## config.mk

```make
export PLATFORM = sky130hd
export DESIGN_NAME = dopag
export DESIGN_NICKNAME = d
export VERILOG_FILES = /design/src/dopag.v
export VERILOG_INCLUDE_DIRS = /design/src
export SDC_FILE = /design/constraint.sdc
export NUM_CORES = 1
export LEC_CHECK = 0
export BUFFER_PORTS_ARGS = -buffer_cell sky130_fd_sc_hd__buf_4
export CAP_MARGIN = 20
export CORE_ASPECT_RATIO = 1.5
export CORE_MARGIN = 2
export CORE_UTILIZATION = 50
export CTS_CLUSTER_SIZE = 24
export DETAILED_ROUTE_END_ITERATION = 7
export PLACE_DENSITY_LB_ADDON = 0.25
export SLEW_MARGIN = 10
export SYNTH_ARGS = -nofsm -noshare
export SYNTH_HDL_FRONTEND = slang
export SYNTH_SLANG_ARGS = --single-unit
export TNS_END_PERCENT = 50
```

## constraint.sdc

```tcl
create_clock -name mclk -period 5.2 [get_ports mclk]
set_input_delay 1.3 -clock mclk [delete_from_list [all_inputs] [get_ports mclk]]
set_output_delay 1.3 -clock mclk [all_outputs]
set_load 0.005 [all_outputs]
```

## src/dopag_regs.vh

```
// Purpose: constants for the data operand address generator
// Assumes: included once per compile unit by bare name
// Notes:   mode codes come from the instruction decoder
`ifndef DOPAG_REGS_VH
`define DOPAG_REGS_VH

// operand modes
`define DOPAG_M_IMPL     4'h0
`define DOPAG_M_REG      4'h1
`define DOPAG_M_DIR      4'h2
`define DOPAG_M_SHORT    4'h3
`define DOPAG_M_SPECIAL  4'h4
`define DOPAG_M_IND      4'h5
`define DOPAG_M_BASED    4'h6
`define DOPAG_M_BIDX     4'h7
`define DOPAG_M_PUSH     4'h8
`define DOPAG_M_POP      4'h9
`define DOPAG_M_CALL     4'ha
`define DOPAG_M_BRK      4'hb
`define DOPAG_M_RET      4'hc
`define DOPAG_M_INTERRUPT_RETURN     4'hd

// address windows
`define DOPAG_HI_DEF     4'hf
`define DOPAG_SHORT_LO   12'hffe
`define DOPAG_SHORT_HI   12'hfff
`define DOPAG_SHORT_SPLIT 8'h20
`define DOPAG_SPECIAL_HI 12'hfff

// byte register indices and pair indices
`define DOPAG_R_X        3'h0
`define DOPAG_R_A        3'h1
`define DOPAG_R_C        3'h2
`define DOPAG_R_B        3'h3
`define DOPAG_P_BC       2'h1
`define DOPAG_P_DE       2'h2
`define DOPAG_P_HL       2'h3

// stack byte selectors
`define DOPAG_S_PSW      3'h0
`define DOPAG_S_PCHI     3'h1
`define DOPAG_S_PCMID    3'h2
`define DOPAG_S_PCLO     3'h3
`define DOPAG_S_PRHI     3'h4
`define DOPAG_S_PRLO     3'h5
`define DOPAG_S_ZERO     3'h6

// stack pointer deltas
`define DOPAG_SP_D2      16'h0002
`define DOPAG_SP_D4      16'h0004

// reset values
`define DOPAG_SP_RST     16'h0000
`define DOPAG_SEG_RST    4'h0
`define DOPAG_GPR_RST    8'h00
`endif

```

## src/dopag.v

```verilog
// Purpose: data operand address generation and stack save/restore
// Assumes: all inputs come from core logic on mclk; memory answers with mem_ack
// Notes:   one request at a time; req is ignored while busy_q is high
// Function
// - implied operands only for unsigned_multiply
// - 3-bit byte select, 2-bit pair select
// - plain direct forces upper nibble high
// - prefix takes upper nibble from seg_q
// - short direct maps onto FFE20H-FFF1FH
// - special-register field maps onto FFF00H-FFFFFH
// - indirect uses pointer pair contents
// - based adds immediate, B or BC offset to base
// - based indexed adds B or C to pair
// - stack addressed through pointer automatically
// - call stores return address below pointer
// - break/interrupt stores flags and return address
// - returns restore and raise pointer by four
// - flags pop reads pointer plus one
`timescale 1ns/1ps
`include "dopag_regs.vh"

module dopag (
	input  wire        mclk,
	input  wire        rst,
	input  wire        req,
	input  wire [3:0]  mode,
	input  wire [2:0]  byte_sel,
	input  wire [1:0]  pair_sel,
	input  wire        seg_en,
	input  wire [1:0]  base_sel,
	input  wire [1:0]  off_sel,
	input  wire        idx_sel,
	input  wire        flags_sel,
	input  wire [7:0]  imm8,
	input  wire [15:0] imm16,
	input  wire [19:0] ret_pc,
	input  wire [7:0]  flags_in,
	input  wire        gpr_we,
	input  wire [2:0]  gpr_wsel,
	input  wire [7:0]  gpr_wdata,
	input  wire        sp_we,
	input  wire [15:0] sp_wdata,
	input  wire        seg_we,
	input  wire [3:0]  seg_wdata,
	input  wire        mem_ack,
	input  wire [7:0]  mem_rdata,
	output reg  [19:0] addr_q,
	output reg         addr_valid_q,
	output reg  [7:0]  opnd_byte_q,
	output reg  [15:0] opnd_word_q,
	output reg         mem_req_q,
	output reg         mem_we_q,
	output reg  [19:0] mem_addr_q,
	output reg  [7:0]  mem_wdata_q,
	output reg         busy_q,
	output reg         done_q,
	output reg  [19:0] pc_q,
	output reg  [7:0]  flags_q,
	output reg  [15:0] sp_q,
	output reg  [3:0]  seg_q
);

	localparam ST_IDLE = 2'h0;
	localparam ST_MEM  = 2'h1;
	localparam ST_DONE = 2'h2;

	reg [7:0]  gpr_q [0:7];
	reg [1:0]  state_q;
	reg [3:0]  kind_q;
	reg        fl_q;
	reg [1:0]  pr_q;
	reg [1:0]  step_q;
	reg        cur_we_q;
	reg        cur_last_q;
	reg [2:0]  cur_sel_q;
	reg [15:0] delta_q;
	reg        up_q;
	reg [19:0] ea_d;
	reg [3:0]  hi_d;
	reg [15:0] base_d;
	reg [15:0] off_d;
	reg [8:0]  tbl_d;
	reg [3:0]  tkind_d;
	reg        tfl_d;
	reg [1:0]  tstep_d;
	reg [7:0]  wbyte_d;
	reg [1:0]  wpair_d;
	integer    i;

	function [15:0] pair_val;
		input [1:0] p;
		begin
			pair_val = {gpr_q[{p, 1'b1}], gpr_q[{p, 1'b0}]};
		end
	endfunction

	// table entry {last, we, sel, off} for one stack step
	function [8:0] stk_step;
		input [3:0] k;
		input       fl;
		input [1:0] s;
		begin
			stk_step = {1'b1, 1'b0, `DOPAG_S_ZERO, 4'h0};
			case (k)
				`DOPAG_M_PUSH:
					if (s == 2'h0)
						stk_step = {1'b0, 1'b1, (fl ? `DOPAG_S_PSW : `DOPAG_S_PRHI), 4'hf};
					else
						stk_step = {1'b1, 1'b1, (fl ? `DOPAG_S_ZERO : `DOPAG_S_PRLO), 4'he};
				`DOPAG_M_POP:
					if (fl)
						stk_step = {1'b1, 1'b0, `DOPAG_S_PSW, 4'h1};
					else if (s == 2'h0)
						stk_step = {1'b0, 1'b0, `DOPAG_S_PRLO, 4'h0};
					else
						stk_step = {1'b1, 1'b0, `DOPAG_S_PRHI, 4'h1};
				`DOPAG_M_CALL:
					case (s)
						2'h0: stk_step = {1'b0, 1'b1, `DOPAG_S_PCHI, 4'he};
						2'h1: stk_step = {1'b0, 1'b1, `DOPAG_S_PCMID, 4'hd};
						default: stk_step = {1'b1, 1'b1, `DOPAG_S_PCLO, 4'hc};
					endcase
				`DOPAG_M_BRK:
					case (s)
						2'h0: stk_step = {1'b0, 1'b1, `DOPAG_S_PSW, 4'hf};
						2'h1: stk_step = {1'b0, 1'b1, `DOPAG_S_PCHI, 4'he};
						2'h2: stk_step = {1'b0, 1'b1, `DOPAG_S_PCMID, 4'hd};
						default: stk_step = {1'b1, 1'b1, `DOPAG_S_PCLO, 4'hc};
					endcase
				`DOPAG_M_RET, `DOPAG_M_INTERRUPT_RETURN:
					case (s)
						2'h0: stk_step = {1'b0, 1'b0, `DOPAG_S_PCLO, 4'h0};
						2'h1: stk_step = {1'b0, 1'b0, `DOPAG_S_PCMID, 4'h1};
						2'h2: stk_step = {(k == `DOPAG_M_RET), 1'b0, `DOPAG_S_PCHI, 4'h2};
						default: stk_step = {1'b1, 1'b0, `DOPAG_S_PSW, 4'h3};
					endcase
				default: stk_step = {1'b1, 1'b0, `DOPAG_S_ZERO, 4'h0};
			endcase
		end
	endfunction

	// operand address forming
	always @*
	begin
		// no prefix forces upper nibble high
		hi_d = seg_en ? seg_q : `DOPAG_HI_DEF;
		case (base_sel)
			2'h0: base_d = pair_val(`DOPAG_P_HL);
			2'h1: base_d = pair_val(`DOPAG_P_DE);
			2'h2: base_d = sp_q;
			default: base_d = imm16;
		endcase
		case (off_sel)
			2'h0: off_d = {8'h00, imm8};
			2'h1: off_d = imm16;
			2'h2: off_d = {8'h00, gpr_q[`DOPAG_R_B]};
			default: off_d = pair_val(`DOPAG_P_BC);
		endcase
		case (mode)
			`DOPAG_M_DIR: ea_d = {hi_d, imm16};
			// field values below 20H wrap to FFFxxH
			`DOPAG_M_SHORT:
				ea_d = (imm8 >= `DOPAG_SHORT_SPLIT) ? {`DOPAG_SHORT_LO, imm8} : {`DOPAG_SHORT_HI, imm8};
			`DOPAG_M_SPECIAL: ea_d = {`DOPAG_SPECIAL_HI, imm8};
			`DOPAG_M_IND: ea_d = {hi_d, (pair_sel[0] ? pair_val(`DOPAG_P_HL) : pair_val(`DOPAG_P_DE))};
			`DOPAG_M_BASED: ea_d = {hi_d, base_d + off_d};
			// primary pair plus B or C
			`DOPAG_M_BIDX:
				ea_d = {hi_d, pair_val(`DOPAG_P_HL)
					+ {8'h00, (idx_sel ? gpr_q[`DOPAG_R_B] : gpr_q[`DOPAG_R_C])}};
			default: ea_d = 20'h00000;
		endcase
	end

	// next stack step; idle looks at the incoming request
	always @*
	begin
		tkind_d = (state_q == ST_IDLE) ? mode : kind_q;
		tfl_d   = (state_q == ST_IDLE) ? flags_sel : fl_q;
		tstep_d = (state_q == ST_IDLE) ? 2'h0 : step_q + 2'h1;
		tbl_d   = stk_step(tkind_d, tfl_d, tstep_d);
		wpair_d = (state_q == ST_IDLE) ? pair_sel : pr_q;
		case (tbl_d[6:4])
			`DOPAG_S_PSW:   wbyte_d = flags_in;
			`DOPAG_S_PCHI:  wbyte_d = {4'h0, ret_pc[19:16]};
			`DOPAG_S_PCMID: wbyte_d = ret_pc[15:8];
			`DOPAG_S_PCLO:  wbyte_d = ret_pc[7:0];
			`DOPAG_S_PRHI:  wbyte_d = gpr_q[{wpair_d, 1'b1}];
			`DOPAG_S_PRLO:  wbyte_d = gpr_q[{wpair_d, 1'b0}];
			default:        wbyte_d = 8'h00;
		endcase
	end

	always @(posedge mclk)
	begin
		if (rst)
		begin
			for (i = 0; i < 8; i = i + 1)
				gpr_q[i] <= `DOPAG_GPR_RST;
			state_q      <= ST_IDLE;
			kind_q       <= 4'h0;
			fl_q         <= 1'b0;
			pr_q         <= 2'h0;
			step_q       <= 2'h0;
			cur_we_q     <= 1'b0;
			cur_last_q   <= 1'b0;
			cur_sel_q    <= 3'h0;
			delta_q      <= 16'h0000;
			up_q         <= 1'b0;
			addr_q       <= 20'h00000;
			addr_valid_q <= 1'b0;
			opnd_byte_q  <= 8'h00;
			opnd_word_q  <= 16'h0000;
			mem_req_q    <= 1'b0;
			mem_we_q     <= 1'b0;
			mem_addr_q   <= 20'h00000;
			mem_wdata_q  <= 8'h00;
			busy_q       <= 1'b0;
			done_q       <= 1'b0;
			pc_q         <= 20'h00000;
			flags_q      <= 8'h00;
			sp_q         <= `DOPAG_SP_RST;
			seg_q        <= `DOPAG_SEG_RST;
		end
		else
		begin
			addr_valid_q <= 1'b0;
			done_q       <= 1'b0;
			if (gpr_we)
				gpr_q[gpr_wsel] <= gpr_wdata;
			if (seg_we)
				seg_q <= seg_wdata;
			if (sp_we && state_q == ST_IDLE)
				sp_q <= sp_wdata;
			case (state_q)
				ST_IDLE:
					if (req)
					begin
						if (mode[3])
						begin
							kind_q      <= mode;
							fl_q        <= flags_sel;
							pr_q        <= pair_sel;
							step_q      <= 2'h0;
							up_q        <= (mode == `DOPAG_M_POP) || (mode == `DOPAG_M_RET)
								|| (mode == `DOPAG_M_INTERRUPT_RETURN);
							delta_q     <= (mode == `DOPAG_M_PUSH || mode == `DOPAG_M_POP) ?
								`DOPAG_SP_D2 : `DOPAG_SP_D4;
							cur_we_q    <= tbl_d[7];
							cur_last_q  <= tbl_d[8];
							cur_sel_q   <= tbl_d[6:4];
							mem_req_q   <= 1'b1;
							mem_we_q    <= tbl_d[7];
							mem_addr_q  <= {`DOPAG_HI_DEF, sp_q + {{12{tbl_d[3]}}, tbl_d[3:0]}};
							mem_wdata_q <= wbyte_d;
							busy_q      <= 1'b1;
							state_q     <= ST_MEM;
						end
						else
						begin
							addr_q       <= ea_d;
							addr_valid_q <= 1'b1;
							// implied operands fixed as A and X
							if (mode == `DOPAG_M_IMPL)
							begin
								opnd_byte_q <= gpr_q[`DOPAG_R_X];
								opnd_word_q <= {8'h00, gpr_q[`DOPAG_R_A]};
							end
							else
							begin
								opnd_byte_q <= gpr_q[byte_sel];
								opnd_word_q <= pair_val(pair_sel);
							end
						end
					end
				ST_MEM:
					if (mem_ack)
					begin
						if (!cur_we_q)
						begin
							case (cur_sel_q)
								`DOPAG_S_PSW:   flags_q <= mem_rdata;
								`DOPAG_S_PCHI:  pc_q[19:16] <= mem_rdata[3:0];
								`DOPAG_S_PCMID: pc_q[15:8] <= mem_rdata;
								`DOPAG_S_PCLO:  pc_q[7:0] <= mem_rdata;
								`DOPAG_S_PRHI:  gpr_q[{pr_q, 1'b1}] <= mem_rdata;
								`DOPAG_S_PRLO:  gpr_q[{pr_q, 1'b0}] <= mem_rdata;
								default:        flags_q <= flags_q;
							endcase
						end
						if (cur_last_q)
						begin
							mem_req_q <= 1'b0;
							mem_we_q  <= 1'b0;
							state_q   <= ST_DONE;
						end
						else
						begin
							step_q      <= tstep_d;
							cur_we_q    <= tbl_d[7];
							cur_last_q  <= tbl_d[8];
							cur_sel_q   <= tbl_d[6:4];
							mem_we_q    <= tbl_d[7];
							mem_addr_q  <= {`DOPAG_HI_DEF, sp_q + {{12{tbl_d[3]}}, tbl_d[3:0]}};
							mem_wdata_q <= wbyte_d;
						end
					end
				ST_DONE:
				begin
					// pointer moves only after all bytes, so offsets stay relative to the old value
					// raise by delta on restore
					sp_q    <= up_q ? sp_q + delta_q : sp_q - delta_q;
					done_q  <= 1'b1;
					busy_q  <= 1'b0;
					state_q <= ST_IDLE;
				end
				default: state_q <= ST_IDLE;
			endcase
		end
	end

endmodule

```

Word-level counts from Yosys, hierarchy flattened

Memory sizes are Yosys's and may differ from the RTL's.
Cells that the tools add are included.

Add/subtract/negate cells: 6
Order comparisons: 1
Eq/ne operators: 39
Mux-type cells: 99
Bitwise gates (word level): 4
Reduce and logical (&&, ||, !) cells: 30

Operator list:

| kind                                          | count |
|---|---|
| case mux 20 bit (6 select lines)              | 1 |
| case mux 16 bit (3 select lines)              | 2 |
| two-way mux 16 bit                            | 5 |
| two-way mux 20 bit                            | 4 |
| two-way mux 8 bit                             | 9 |
| case mux 9 bit (3 select lines)               | 2 |
| adder 16 bit                                  | 3 |
| case mux 8 bit (6 select lines)               | 1 |
| case mux 9 bit (5 select lines)               | 1 |
| == test 4 bit, second input constant          | 10 |
| case mux 20 bit (2 select lines)              | 1 |
| two-way mux 1 bit                             | 37 |
| two-way mux 9 bit                             | 4 |
| two-way mux 3 bit                             | 9 |
| AND reduction 4 bit                           | 6 |
| OR reduction 8 bit                            | 3 |
| two-way mux 2 bit                             | 11 |
| case mux 9 bit (2 select lines)               | 1 |
| adder 16 x 8 -> 16 bit                        | 1 |
| == test 4 x 3 -> 1 bit, second input constant | 4 |
| case mux 8 bit (2 select lines)               | 1 |
| subtractor 16 bit                             | 1 |
| == test 3 x 2 -> 1 bit, second input constant | 4 |
| == test 3 bit, second input constant          | 4 |
| other kinds (22)                              | 54 |

Register bits after elaboration: 158
RAM bits: 64
Bits of input ports: 114
Output and inout bits: 125
Memories: 1

Memory list:

| name  | words | bits a word | read ports | clocked after memory_dff | write ports | RTL line   | RTL |
|---|---|---|---|---|---|---|---|
| gpr_q | 8     | 8           | 13         | 0                        | 8           | dopag.v:67 | `reg [7:0] gpr_q [0:7];` |

Depth between registers and ports, before layout

Depth after elaboration: 11
Gate-level depth with buffers: 18
Gate-level depth less buffers: 15

Worst setup path before layout

OpenSTA, ideal clock, no wires.

Path kind: input -> register
From: in base_sel[0]
To: reg addr_q[14]
Data arrival time: 4.641 ns
Required time: 5.109 ns
Slack: 0.468 ns
Cell stages on the path: 11
Buffers on the path: 2
Path through: clkbuf_1 -> buf_1 -> mux4_2 -> ha_1 -> nor2b_1 -> o2111ai_1 -> a31oi_1 -> a21o_1 -> nor4_1 -> or4_1 -> a311oi_1

Cells in the longest elaborated chain, start to end: 4

Ends and longest elaborated chain:

| element                                     | RTL line    | RTL |
|---|---|---|
| start, declared                             | dopag.v:30  | `input wire [1:0] base_sel,` |
| == test 2 bit, or another cell as far along | dopag.v:147 | `case (base_sel)` |
| case mux 16 bit (3 select lines) *          | dopag.v:147 |  |
| adder 16 bit *                              | dopag.v:166 | `` `DOPAG_M_BASED: ea_d = {hi_d, base_d + off_d}; `` |
| case mux 20 bit (6 select lines) *          | dopag.v:159 | `case (mode)` |
| end signal, assigned                        | dopag.v:210 | `addr_q <= 20'h00000;` |
| end signal, assigned                        | dopag.v:261 | `addr_q <= ea_d;` |
| end, declared                               | dopag.v:47  | `output reg [19:0] addr_q,` |

Mark *: on every way between the ends. The rest lies on a longest branch, timed or not.
A chain may end at the register's enable or synchronous reset.

Final worst setup path

From: in mode[2]
To: reg mem_addr_q[12]

Cells in the longest elaborated chain, start to end: 8

Ends and longest elaborated chain:

| element                                      | RTL line                 | RTL |
|---|---|---|
| start, declared                              | dopag.v:26               | `input wire [3:0] mode,` |
| two-way mux 4 bit *                          | dopag.v:178              | `tkind_d = (state_q == ST_IDLE) ? mode : kind_q;` |
| == test 4 bit                                | dopag.v:104              | `case (k)` |
| OR reduction 2 bit                           | dopag.v:104              |  |
| case mux 9 bit (5 select lines) *            | dopag.v:104              |  |
| adder 16 bit *                               | dopag.v:254, dopag.v:304 |  |
| two-way mux 20 bit, on equally long branches | dopag.v:291, dopag.v:239 |  |
| two-way mux 20 bit, on equally long branches | dopag.v:277, dopag.v:237 |  |
| case mux 20 bit (2 select lines) *           | dopag.v:235              | `case (state_q)` |
| end signal, assigned                         | dopag.v:254              | `` mem_addr_q <= {`DOPAG_HI_DEF, sp_q + {{12{tbl_d[3]}}, tbl_d[3:0]}}; `` |
| end signal, assigned                         | dopag.v:304              | `` mem_addr_q <= {`DOPAG_HI_DEF, sp_q + {{12{tbl_d[3]}}, tbl_d[3:0]}}; `` |
| end, declared                                | dopag.v:53               | `output reg [19:0] mem_addr_q,` |

Mark *: on every way between the ends. The rest lies on a longest branch, timed or not. The select of a mux whose other input is x is not followed.

==> results.toml <==
[outcome]
run_status = "finished, final reports clean"

[floorplan]
core_mm2 = 0.0281
design.die.area_mm2 = 0.0301
chipWidth_um = 142
floorplan.io_pins = 239
floorplan.die.height_um = 211
start_util = 0.511
num_rows = 75

[clock_network]
numCtsBuffers = 22
cts_tree = "built"
tritoncts_num_sinks = 205
clk_path_buf_depth = 3
post_cts_resize_count = 0
clock-root-buffer = "sky130_fd_sc_hd__clkbuf_16"
cts.htree.levels = 1
post_cts_hold_buffer_count = 0
buffers_inserted_by_post_cts_timing_repair = 0
clock_latency_ns = 0.53
cts.clk_slew.worst_paths_ns = 0.06

[finish]
layout-drive-gt1-share = 0.232
final_cell_count_no_fill = 2158
finish.instance_area_mm2 = 0.0171
antennaDiodeCount = 0
fill_cells = 2465
final_net_count = 1954
syn_to_final_growth_pct = 19.0

[worst_setup_path]
critPathMaxStageDelay_ns = 0.55
timing.critical_path.to_type = "flop"
timing.critical_path.buf_inv = 2
cp.required_ns = 5.57
crit_path_category = "in -> reg"
cpLargestDelayFamily = "simple AND/OR/NAND/NOR gates"
critical_path_launch_point_type = "input pin"
critical_path_arrival_ns = 4.79
crit_top_cell = "sky130_fd_sc_hd__a21oi_1"
critical_path.max_fanout = 14
timing.critical_path.slowest_stage_cell = "sky130_fd_sc_hd__or4b_4"
worstPathCellList = "buf_4 -> or4b_4 -> o21ai_0 -> nand2_1 -> o221ai_1 -> ha_1 -> inv_1 -> fa_1 -> nand2b_1 -> nor4_1 -> o31ai_1 -> a21oi_1 -> or4_1 -> nand3_1 -> a21oi_1"

[run]
maxCapViolations = 0

[grt]
grt_overflow = 0
grt_start_max_net_pins = 74
antenna_found_initial = 0
grt_pass1_vias = 13397
groute.usage.overall = 0.355
wire_length_of_the_first_global_routing_pass_um = 80500

[pwr]
total_power_mw = 4.57
cellLeakagePower_nw = 6.89
switchingPower_mw = 1.42
combinationalPowerShare = 0.243
seq_power_share = 0.410
power-per-cell-area_mw_per_mm2 = 268
maximum_vdd_drop_uv = 229
power.share.clock = 0.346
internal_power_mw = 3.15
power.switching_fraction = 0.310

[routing]
num_vias = 13970
drt_iter0_markers = 1136
route.detailed.wl_per_inst_um = 25.0
detail_route.vias_per_cell = 6.47
detailedRoute.firstPassIterationCount = 5
ant_nets = 0
residual_drc_count = 0
finalWirelength_um = 53800

[logic_synthesis]
synthFlopType = "sky130_fd_sc_hd__dfxtp_1"
synth-warning-count = 0
fraction_of_post_synthesis_cell_area_in_the_top_cell_type_by_area = 0.197
synth.area.top_cells = "sky130_fd_sc_hd__dfxtp_1 (20%), sky130_fd_sc_hd__edfxtp_1 (13%), sky130_fd_sc_hd__mux4_2 (11%)"
synth_largest_area_cell = "sky130_fd_sc_hd__dfxtp_1"
adder_cell_fraction_of_synth_area = 0.0405
synth_xor_area_frac = 0.0275
synthesized_flop_and_latch_total = 205
asyncSetResetFlopFracSynth = 0
yosysUniqueCellTypes = 83
seq_area_frac_synth = 0.331
synth.avg_cell_area_um2 = 8.83
most_common_cell_in_the_synthesized_netlist = "sky130_fd_sc_hd__nand2_1"
syn_area_mm2 = 0.0143
dominant_combinational_cell_family_by_area_after_synthesis = "compound AO/OA/AOI/OAI gates"
mappedNetlistNets = 1781
synth-simple-area-share = 0.185
post_synth_mux_area_share = 0.179
postSynthCellCount = 1623
synth_enable_flop_cells = 64
ys_top_cells_by_count = "sky130_fd_sc_hd__nand2_1 (276), sky130_fd_sc_hd__dfxtp_1 (141), sky130_fd_sc_hd__nor2_1 (132), sky130_fd_sc_hd__o21ai_0 (118), sky130_fd_sc_hd__a21oi_1 (108)"
synth_compound_area_frac = 0.193

[sta]
fin_skew_ns = 0.00994
worst-slew-pin-transition_ns = 1.22
hold_ws_ns = 0.454
unrepaired_setup_endpoints_after_global_routing = "false"
min_period_over_period = 0.850
final-setup-viol-count = 0
fmaxAchievable_mhz = 226
max-slew-margin-rel = 0.190
setup-tns-final_ns = 0
time_the_final_worst_path_needs_with_i_o_delays_and_setup_ns = 4.42
hold_viol_final = 0
finalMaxSlewViolations = 0

[placed_design]
detailed_place_hpwl_um = 40700
place_inst = 2117
port_buffers = 238
placed_cell_area_mm2 = 0.0163
gpl.final_weighted_congestion = 0.985

[hold_path]
hold_path_class = "reg -> reg"
==> routing by layer <==
metal	track usage	share of wire
met2	0.589	0.47
met5	0	0
met3	0.0545	0.090
met1	0.435	0.37
met4	0.211	0.068
==> power groups by stage <==
stage / clock, mW / sequential, mW / combinational (mW)
finish: 1.58 / 1.88 / 1.11
global route: 1.65 / 1.88 / 1.20
CTS: 1.60 / 1.87 / 1.10
detailed placement: 0 / 1.90 / 1.09
global placement: 0 / 1.90 / 1.08
floorplan: 0 / 1.82 / 0.743
==> sequential cells by signal, summed over array words and instances (netlist names), 2 cells and up <==
signal	count
gpr_q	64
addr_q	20
pc_q	20
mem_addr_q	17
opnd_word_q	16
sp_q	16
flags_q	8
mem_wdata_q	8
opnd_byte_q	8
kind_q	4
seg_q	4
cur_sel_q	3
delta_q	2
pr_q	2
state_q	2
step_q	2
==> cell type report <==
type,instances,area (um^2),area share
Clock buffer,33,653,0.0383
Tap cell,346,433,0.0254
Timing Repair Buffer,277,2080,0.122
Inverter,26,97.6,0.00572
Clock inverter,7,67.6,0.00396
Sequential cell,205,4740,0.278
Multi-Input combinational cell,1264,8990,0.527
==> layout by cell type (no fill, tap or decap), types with 6 or more instances in the layout <==
cell type and count:
sky130_fd_sc_hd__nand3b_1 11, sky130_fd_sc_hd__o21a_1 9, sky130_fd_sc_hd__edfxtp_1 64, sky130_fd_sc_hd__and3_1 16
sky130_fd_sc_hd__a31oi_1 12, sky130_fd_sc_hd__clkbuf_1 6, sky130_fd_sc_hd__buf_4 276, sky130_fd_sc_hd__a21oi_1 108
sky130_fd_sc_hd__o211ai_1 23, sky130_fd_sc_hd__a21o_1 10, sky130_fd_sc_hd__nand2b_1 11, sky130_fd_sc_hd__or3_1 21
sky130_fd_sc_hd__a211oi_1 29, sky130_fd_sc_hd__a221oi_1 15, sky130_fd_sc_hd__and2_1 8, sky130_fd_sc_hd__o31ai_1 7
sky130_fd_sc_hd__nor3_1 27, sky130_fd_sc_hd__nand2_1 276, sky130_fd_sc_hd__o21bai_1 9, sky130_fd_sc_hd__or2_2 6
sky130_fd_sc_hd__mux2i_1 78, sky130_fd_sc_hd__dfxtp_1 141, sky130_fd_sc_hd__o21ai_0 118, sky130_fd_sc_hd__xnor2_1 33
sky130_fd_sc_hd__nor4_1 9, sky130_fd_sc_hd__clkbuf_16 23, sky130_fd_sc_hd__nor2_1 131, sky130_fd_sc_hd__xor2_1 12
sky130_fd_sc_hd__a22oi_1 19, sky130_fd_sc_hd__mux4_2 72, sky130_fd_sc_hd__ha_1 40, sky130_fd_sc_hd__nor2b_1 13
sky130_fd_sc_hd__inv_1 26, sky130_fd_sc_hd__mux2_2 12, sky130_fd_sc_hd__nand3_1 23
==> tightest hold or removal path, cell delays in order, from the launching register on <==
cell and delay, ns:
sky130_fd_sc_hd__dfxtp_1 0.31, sky130_fd_sc_hd__nand2_1 0.05, sky130_fd_sc_hd__a21oi_1 0.05
==> worst paths after layout <==
kind	startpoint	end	slack, ns	depth (start not counted)
min	addr_q[17]$_SDFFE_PP0P_	addr_q[17]$_SDFFE_PP0P_	0.45	2
max reg2reg	state_q[0]$_SDFFE_PP0P_	mem_addr_q[12]$_SDFFE_PP0P_	1.03	15
min reg2reg	addr_q[17]$_SDFFE_PP0P_	addr_q[17]$_SDFFE_PP0P_	0.45	2
max	mode[2]	mem_addr_q[12]$_SDFFE_PP0P_	0.78	15
==> logic make-up (layout without fill, tap and decap cells) <==
logic type                 after synthesis  in the layout
AOI/OAI and AO/OA                      427            427
xor gates and xnor gates                45             45
adders and majority gates               44             44
buffers and inverters                  154            343
DFF                                    205            205
muxes                                  164            164
and+or+nand+nor                        584            584
==> metrics by stage <==
step / setup WS, ns / util
after floorplan: 0.468 / -
after global placement: 0.278 / 0.582
after detailed placement: 0.292 / 0.582
after CTS: 0.817 / 0.608
after global routing: 0.486 / 0.608
final: 0.779 / 0.608
(Power assumes the default switching activity.)
